File: src/logic/txsel_pkg.sv
// shared types and constants of the transmit line output select block
//
// Summary of operation
// - electrical pair carries data only without dual-rail select
// - electrical outputs high-z until enabled without dual-rail select, not tristated
// - optical data changes on both clock edges, duty selectable
// - optical data polarity set by polarity bit
// - optical mode is dual-rail select without line enable
// - optical output high-z until dual-rail select, not tristated
// - frame marker on first frame bit, optical only
// - frame marker updates on rising transmit clock edges
// - frame marker high-z until dual-rail select, not tristated
// - frame marker meaningless in remote loop configuration
package txsel_pkg;

  localparam int NUM_PORTS = 8;
  localparam int FIFO_DEPTH = 8;
  localparam int HALF_CNT_W = 8;

  // one transmitted bit as delivered by the internal datapath
  typedef struct packed {
    logic frame_start;
    logic cmi_first;
    logic cmi_second;
    logic rail_pos;
    logic rail_neg;
  } tx_word_t;

  localparam int WORD_W = $bits(tx_word_t);

  // sent when the buffer runs dry: a coded zero with no line pulse
  localparam tx_word_t IDLE_WORD = '{frame_start: 1'b0, cmi_first: 1'b0,
                                     cmi_second: 1'b1, rail_pos: 1'b0,
                                     rail_neg: 1'b0};

  localparam logic RST_OE_N = 1'b1;
  localparam logic RST_LEVEL = 1'b0;
  localparam logic [HALF_CNT_W-1:0] RST_HALF_LEN = 8'hff;

endpackage : txsel_pkg

File: src/logic/bit_sync.sv
// two flip-flop synchroniser for single-bit levels from another domain
`timescale 1ns/1ns
`default_nettype none
module bit_sync (
  input wire logic clk_i,
  input wire logic nrst_i,
  input wire logic async_i,
  output logic sync_o
);
  logic meta_q;

  always_ff @(posedge clk_i or negedge nrst_i) begin
    if (!nrst_i) begin
      meta_q <= 1'b0;
      sync_o <= 1'b0;
    end else begin
      meta_q <= async_i;
      sync_o <= meta_q;
    end
  end
endmodule // bit_sync
`default_nettype wire

File: src/logic/tx_line_output_select.sv
// per-port transmit output stage: electrical pair, optical data, frame marker
`timescale 1ns/1ns
`default_nettype none
module tx_line_output_select (
  input wire logic clk_i,
  input wire logic nrst_i,
  // per-port transmit clocks from outside this domain
  input wire logic [txsel_pkg::NUM_PORTS-1:0] port_tx_clock_i,
  // per-port configuration bits
  input wire logic [txsel_pkg::NUM_PORTS-1:0] dual_rail_select_i,
  input wire logic [txsel_pkg::NUM_PORTS-1:0] tx_line_enable_i,
  input wire logic [txsel_pkg::NUM_PORTS-1:0] tx_tristate_i,
  input wire logic [txsel_pkg::NUM_PORTS-1:0] tx_output_polarity_i,
  input wire logic [txsel_pkg::NUM_PORTS-1:0] duty_full_i,
  input wire logic [txsel_pkg::NUM_PORTS-1:0] remote_loop_i,
  // per-port coded data from the transmit datapath
  input wire logic [txsel_pkg::NUM_PORTS-1:0] in_valid_i,
  output logic [txsel_pkg::NUM_PORTS-1:0] in_ready_o,
  input wire txsel_pkg::tx_word_t [txsel_pkg::NUM_PORTS-1:0] in_word_i,
  // electrical line pair, enables low while driven
  output logic [txsel_pkg::NUM_PORTS-1:0] line_out_a_o,
  output logic [txsel_pkg::NUM_PORTS-1:0] line_out_b_o,
  output logic [txsel_pkg::NUM_PORTS-1:0] line_out_oe_n_o,
  // optical single-rail data
  output logic [txsel_pkg::NUM_PORTS-1:0] optical_tx_data_o,
  output logic [txsel_pkg::NUM_PORTS-1:0] optical_tx_data_oe_n_o,
  // frame marker
  output logic [txsel_pkg::NUM_PORTS-1:0] tx_frame_marker_o,
  output logic [txsel_pkg::NUM_PORTS-1:0] tx_frame_marker_oe_n_o,
  // status: a bit was due but the buffer was empty
  output logic [txsel_pkg::NUM_PORTS-1:0] underrun_o
);
  import txsel_pkg::*;

  ////////////////////////////////////////////////////////////////////////////
  // one independent lane per port
  for (genvar p = 0; p < NUM_PORTS; p++) begin : g_port
    logic clk_s;
    logic clk_prev_q;
    logic rise;
    logic fall;
    logic optical_mode;
    logic line_active;
    logic line_drive;
    logic optical_drive;
    logic fifo_valid;
    logic pop;
    logic [WORD_W-1:0] fifo_data;
    tx_word_t head;
    tx_word_t next_word;
    tx_word_t cur_q;
    logic sym_q;
    logic [HALF_CNT_W-1:0] cnt_q;
    logic [HALF_CNT_W-1:0] half_len_q;
    logic pulse_cut;
    logic line_a_q;
    logic line_b_q;
    logic line_oe_n_q;
    logic opt_q;
    logic opt_oe_n_q;
    logic fm_q;
    logic fm_oe_n_q;
    logic underrun_q;

    bit_sync u_clk_sync (
      .clk_i(clk_i),
      .nrst_i(nrst_i),
      .async_i(port_tx_clock_i[p]),
      .sync_o(clk_s)
    );

    word_fifo #(
      .WIDTH(WORD_W),
      .DEPTH(FIFO_DEPTH)
    ) u_fifo (
      .clk_i(clk_i),
      .nrst_i(nrst_i),
      .in_valid_i(in_valid_i[p]),
      .in_ready_o(in_ready_o[p]),
      .in_data_i(in_word_i[p]),
      .out_valid_o(fifo_valid),
      .out_ready_i(pop),
      .out_data_o(fifo_data)
    );

    //////////////////////////////////////////////////////////////////////////
    // edge detection and mode decode
    always_ff @(posedge clk_i or negedge nrst_i) begin
      if (!nrst_i) begin
        clk_prev_q <= 1'b0;
      end else begin
        clk_prev_q <= clk_s;
      end
    end

    assign rise = clk_s & ~clk_prev_q;
    assign fall = ~clk_s & clk_prev_q;
    assign optical_mode = dual_rail_select_i[p] & ~tx_line_enable_i[p];
    assign line_active = ~dual_rail_select_i[p] & tx_line_enable_i[p];
    assign line_drive = line_active & ~tx_tristate_i[p];
    assign optical_drive = dual_rail_select_i[p] & ~tx_tristate_i[p];
    // the buffer drains only while some output consumes bits, so that
    // back-pressure reaches the datapath when the port is idle
    assign pop = rise & (optical_mode | line_active);
    assign head = tx_word_t'(fifo_data);
    assign next_word = fifo_valid ? head : IDLE_WORD;

    //////////////////////////////////////////////////////////////////////////
    // current bit, taken on the rising transmit clock edge
    always_ff @(posedge clk_i or negedge nrst_i) begin
      if (!nrst_i) begin
        cur_q <= IDLE_WORD;
        underrun_q <= 1'b0;
      end else if (pop) begin
        cur_q <= next_word;
        underrun_q <= ~fifo_valid;
      end
    end

    //////////////////////////////////////////////////////////////////////////
    // cmi half-bit symbols: first half on the rising, second on the falling
    always_ff @(posedge clk_i or negedge nrst_i) begin
      if (!nrst_i) begin
        sym_q <= 1'b0;
      end else if (rise) begin
        sym_q <= next_word.cmi_first;
      end else if (fall) begin
        sym_q <= cur_q.cmi_second;
      end
    end

    // the half-bit length is learnt from the previous half period, so the
    // 50% pulse tracks the line rate without a rate setting
    always_ff @(posedge clk_i or negedge nrst_i) begin
      if (!nrst_i) begin
        cnt_q <= '0;
        half_len_q <= RST_HALF_LEN;
      end else if (rise | fall) begin
        cnt_q <= '0;
        half_len_q <= cnt_q + 1'b1;
      end else if (cnt_q != '1) begin
        cnt_q <= cnt_q + 1'b1;
      end
    end

    assign pulse_cut = ~duty_full_i[p] & (cnt_q >= (half_len_q >> 1));

    //////////////////////////////////////////////////////////////////////////
    // optical data output
    always_ff @(posedge clk_i or negedge nrst_i) begin
      if (!nrst_i) begin
        opt_q <= RST_LEVEL;
        opt_oe_n_q <= RST_OE_N;
      end else begin
        opt_q <= (optical_mode & sym_q & ~pulse_cut) ^ tx_output_polarity_i[p];
        opt_oe_n_q <= ~optical_drive;
      end
    end

    //////////////////////////////////////////////////////////////////////////
    // frame marker, changed only on rising transmit clock edges
    always_ff @(posedge clk_i or negedge nrst_i) begin
      if (!nrst_i) begin
        fm_q <= RST_LEVEL;
      end else if (rise) begin
        // in remote loop there is no frame position to give, so stay low
        fm_q <= optical_mode & ~remote_loop_i[p] & fifo_valid & head.frame_start;
      end
    end

    always_ff @(posedge clk_i or negedge nrst_i) begin
      if (!nrst_i) begin
        fm_oe_n_q <= RST_OE_N;
      end else begin
        fm_oe_n_q <= ~optical_drive;
      end
    end

    //////////////////////////////////////////////////////////////////////////
    // electrical line pair
    always_ff @(posedge clk_i or negedge nrst_i) begin
      if (!nrst_i) begin
        line_a_q <= RST_LEVEL;
        line_b_q <= RST_LEVEL;
      end else if (!line_active) begin
        line_a_q <= RST_LEVEL;
        line_b_q <= RST_LEVEL;
      end else if (rise) begin
        line_a_q <= next_word.rail_pos;
        line_b_q <= next_word.rail_neg;
      end
    end

    always_ff @(posedge clk_i or negedge nrst_i) begin
      if (!nrst_i) begin
        line_oe_n_q <= RST_OE_N;
      end else begin
        line_oe_n_q <= ~line_drive;
      end
    end

    assign line_out_a_o[p] = line_a_q;
    assign line_out_b_o[p] = line_b_q;
    assign line_out_oe_n_o[p] = line_oe_n_q;
    assign optical_tx_data_o[p] = opt_q;
    assign optical_tx_data_oe_n_o[p] = opt_oe_n_q;
    assign tx_frame_marker_o[p] = fm_q;
    assign tx_frame_marker_oe_n_o[p] = fm_oe_n_q;
    assign underrun_o[p] = underrun_q;
  end
endmodule // tx_line_output_select
`default_nettype wire

File: src/logic/word_fifo.sv
// flip-flop fifo with valid/ready on both sides
`timescale 1ns/1ns
`default_nettype none
module word_fifo #(
  parameter int WIDTH = 8,
  parameter int DEPTH = 8
) (
  input wire logic clk_i,
  input wire logic nrst_i,
  input wire logic in_valid_i,
  output logic in_ready_o,
  input wire logic [WIDTH-1:0] in_data_i,
  output logic out_valid_o,
  input wire logic out_ready_i,
  output logic [WIDTH-1:0] out_data_o
);
  localparam int PW = (DEPTH > 1) ? $clog2(DEPTH) : 1;
  localparam logic [PW:0] DEPTH_C = (PW + 1)'(DEPTH);
  localparam logic [PW-1:0] LAST_C = PW'(DEPTH - 1);

  logic [WIDTH-1:0] mem_q [DEPTH];
  logic [PW-1:0] wr_q;
  logic [PW-1:0] rd_q;
  logic [PW:0] cnt_q;
  logic [PW:0] cnt_d;
  logic ready_q;
  logic push;
  logic pop;

  // ready comes from a flop fed by the next count, so it matches a
  // count compare cycle for cycle without a comparator on the port
  assign in_ready_o = ready_q;
  assign out_valid_o = (cnt_q != '0);
  assign out_data_o = mem_q[rd_q];
  assign push = in_valid_i & in_ready_o;
  assign pop = out_valid_o & out_ready_i;

  always_ff @(posedge clk_i) begin
    if (push) begin
      mem_q[wr_q] <= in_data_i;
    end
  end

  always_comb begin
    case ({push, pop})
      2'b10: cnt_d = cnt_q + 1'b1;
      2'b01: cnt_d = cnt_q - 1'b1;
      default: cnt_d = cnt_q;
    endcase
  end

  always_ff @(posedge clk_i or negedge nrst_i) begin
    if (!nrst_i) begin
      wr_q <= '0;
      rd_q <= '0;
      cnt_q <= '0;
      ready_q <= 1'b1;
    end else begin
      if (push) begin
        wr_q <= (wr_q == LAST_C) ? '0 : wr_q + 1'b1;
      end
      if (pop) begin
        rd_q <= (rd_q == LAST_C) ? '0 : rd_q + 1'b1;
      end
      cnt_q <= cnt_d;
      ready_q <= (cnt_d != DEPTH_C);
    end
  end
endmodule // word_fifo
`default_nettype wire

File: config.mk
export PLATFORM = sky130hd
export DESIGN_NAME = tx_line_output_select
export DESIGN_NICKNAME = d
export VERILOG_FILES = /design/src/logic/txsel_pkg.sv /design/src/logic/bit_sync.sv /design/src/logic/tx_line_output_select.sv /design/src/logic/word_fifo.sv
export SDC_FILE = /design/constraint.sdc
export NUM_CORES = 1
export LEC_CHECK = 0
export BUFFER_PORTS_ARGS = -buffer_cell sky130_fd_sc_hd__buf_2
export CAP_MARGIN = 20
export CORE_ASPECT_RATIO = 0.8
export CORE_MARGIN = 3
export CORE_UTILIZATION = 55
export DETAILED_ROUTE_END_ITERATION = 8
export PLACE_DENSITY = 0.76
export SLEW_MARGIN = 20
export SYNTH_ARGS = -nofsm -noshare
export SYNTH_HDL_FRONTEND = slang
export SYNTH_HIERARCHICAL = 1
export SYNTH_SLANG_ARGS = --single-unit
File: constraint.sdc
create_clock -name clk_i -period 2.59 [get_ports clk_i]
set_input_delay 0.3885 -clock clk_i [delete_from_list [all_inputs] [get_ports clk_i]]
set_output_delay 0.3885 -clock clk_i [all_outputs]
set_load 0.05 [all_outputs]
==> results.cfg <==
[min_path]
hp-class = in2reg

[place]
dp_cells = 2954
io_buffers = 177
pre_cts_ws_ns = -0.123
place_area_um2 = 31000
place_hpwl_um = 38100
gp_congestion = 0.793

[detailed_routing]
drt_iter0_drc = 1059
drc = 0
ant_nets = 0
vias = 17200
drt-pass1-iter-count = 5
via_per_inst = 5.53
wirelength_um = 55300
wl_per_cell_um = 17.7

[synthesis]
synth_compound_area_frac = 0.0560
synth-simple-area-share = 0.114
ys_seq_area_frac = 0.588
ys_types = 59
synth_cells = 2129
synth_nets = 2387
ys_ff_latch = 624
muxShareOfSynthArea = 0.113
synth-edff-count = 320
synthesis.area_um2 = 29500
synth.avg_cell_area_um2 = 13.8
synth_fa_ha_area_frac = 0.0666
ys_warn_count = 6
synth_ff_type = edfxtp_1
synthArstFlopShare = 0.487
synth_top_family_by_area = simple AND/OR/NAND/NOR gates
synth_xor_area_frac = 0.0208

[worst_setup_path]
cp.arrival_ns = 3.10
critPathLaunchType = flop
path_class = reg2reg
crit_fanout = 4
worst_ep_required_time_ns = 3.14
critPathCaptureType = flop

[sta]
skew_ns = 0.0209
hold_viol = 0
fin_ws_ns = 0.0385
slew_viol_final = 0
setup-violations-final = 0
timing.final.crit_share = 0.985
max_slew_margin = 0.458
fin_tns_setup_ns = 0
rsz0062_at_grt = yes
max_freq_mhz = 392
whs_ns = 0.0563
worst_slew_pin_slew_ns = 0.807
period_needed_ns = 2.55

[cells_and_area]
fin_util = 0.641
finalInstanceArea_um2 = 33800
final-seq-area_um2 = 17300
drive_gt1_frac = 0.267
final_common_cell = edfxtp_1
final_cell_mix = 320 x edfxtp_1, 215 x dfrtp_1, 175 x buf_2, 167 x nand2_1, 132 x ha_1
fillers = 3792
multi_input_area_um2 = 11200
instances_no_fill = 3117
nNetsFinal = 2628
syn2layout_area_growth_pct = 14.6

[floorplan]
core_area_um2 = 52700
die_area_um2 = 56400
start_util = 0.559
die_h_um = 213
rows = 75
die_x_um = 265
ios = 178

[pwr]
power_density_nw_per_um2 = 939
peakVddDrop_mv = 0.710
p_leak_nw = 14.2
p_total_mw = 31.7

[global_routing]
grt_pass1_wl_um = 89500
grt_max_degree = 73
overflow = 0
antenna_found_initial = 5
grt_usage = 0.194
first_global_vias = 17600

[clocking]
numCtsBuffers = 61
cts_tree = yes
cts-root-buf = clkbuf_16
cts.sinks = 624
clkTransAtPathRegs_ns = 0.06
cts_max_level = 2
clockBufferDepth = 3
clk-insertion-delay-late_ns = 0.62

[job]
cap_violations = 0

[outcome]
status = finished clean
-- worst paths after layout --
path	end	cells past startpoint	slack (ns)	from
worst max-delay path	g_port[1].u_fifo/in_ready_o	10	0.04	g_port[1].u_fifo/cnt_q[2]
worst min-delay path	g_port[1].line_oe_n_q	2	0.06	tx_tristate_i[1]
worst max register to register	g_port[1].u_fifo/in_ready_o	10	0.04	g_port[1].u_fifo/cnt_q[2]
min in group asynchronous	g_port[2].u_fifo/rd_q[1]	2	0.30	nrst_i
worst min register to register	g_port[5].u_clk_sync/sync_o	0	0.35	g_port[5].u_clk_sync/meta_q
max in group asynchronous	g_port[4].fm_oe_n_q	3	1.42	nrst_i
-- synthesized netlist by cell type, drive strengths merged (5+ instances only) --
cell | instances | share of area
nand2 | 171 | 0.022
fa | 8 | 0.0054
nor2 | 105 | 0.014
mux2 | 84 | 0.032
ha | 144 | 0.061
and3b | 8 | 0.0024
mux2i | 28 | 0.0095
nor2b | 26 | 0.0055
o211a | 8 | 0.0027
o211ai | 8 | 0.0020
nand3b | 8 | 0.0020
dfrtp | 216 | 0.18
o31a | 10 | 0.0030
a21o | 33 | 0.0087
a21oi | 54 | 0.0092
a211oi | 14 | 0.0036
nand3 | 63 | 0.014
xor2 | 22 | 0.0065
a2111oi | 8 | 0.0041
nor3 | 53 | 0.012
nand2b | 76 | 0.016
nor4b | 5 | 0.0015
o21ai | 79 | 0.013
buf | 89 | 0.022
and3 | 9 | 0.0020
or4 | 8 | 0.0031
dfstp | 88 | 0.078
inv | 126 | 0.016
and4b | 24 | 0.0081
or2 | 17 | 0.0036
nor3b | 12 | 0.0031
edfxtp | 320 | 0.33
a31oi | 20 | 0.0042
mux4 | 80 | 0.071
a21boi | 16 | 0.0041
clkbuf | 27 | 0.0036
xnor2 | 48 | 0.014
-- timing repair --
action	CTS	global route
pin swaps	0	7
setup endpoints to repair	2	16
gates resized for setup	3	65
hold buffers	39	0
setup buffers	2	6
hold endpoints to repair	126	0
-- where the power goes --
group / leakage (nW) / switching [mW] / total [mW] / internal, mW
Sequential: 6.57 / 1.70 / 14.2 / 12.5
Combinational: 6.67 / 4.47 / 8.80 / 4.33
Clock: 0.965 / 3.68 / 8.68 / 4.99
Total: 14.2 / 9.86 / 31.7 / 21.9
-- kinds of logic (layout without fill, tap and decap cells) --
| group | count (synthesis) | count (layout) |
|---|---|---|
| compound gates | 253 | 253 |
| xor+xnor | 70 | 70 |
| fa+ha+maj | 152 | 152 |
| buf+inv | 242 | 536 |
| flops | 624 | 624 |
| mux | 192 | 192 |
| other cells | 0 | 1 |
| simple gates | 596 | 596 |
-- critical path, cell delays in order, from the launching register on --
cell	delay, ns
dfrtp_1	0.40
or4_4	0.55
nand2_2	0.09
inv_1	0.05
ha_2	0.22
inv_2	0.08
fa_1	0.43
and3b_1	0.22
a31oi_2	0.20
nor3b_1	0.08
mux2i_1	0.17
-- per-layer routing --
metal  track usage  part of all wire  vias to the layer above
met4        0.0471             0.016                        6
met2         0.325              0.49                      318
met3        0.0329             0.043                       76
met1         0.269              0.45                     8578
li1              -                 -                     8247
met5             0           0.00074                        -
-- final cells by class --
type                            count  share of cell area
Clock buffer                       88              0.0506
Sequential cell                   624               0.513
Multi-Input combinational cell   1263               0.332
Tap cell                          693              0.0257
Inverter                          126              0.0140
Timing Repair Buffer              294              0.0562
Clock inverter                     28             0.00815
Antenna cell                        1           0.0000741
-- registers in the layout (all words and copies together), names as in the netlist, 24 cells and up --
register	cells
g_port.cnt_q	64
g_port.u_fifo/mem_q	320
g_port.u_fifo/wr_q	24
g_port.u_fifo/rd_q	24
g_port.u_fifo/cnt_q	32
g_port.half_len_q	56
(Power assumes the default switching activity.)
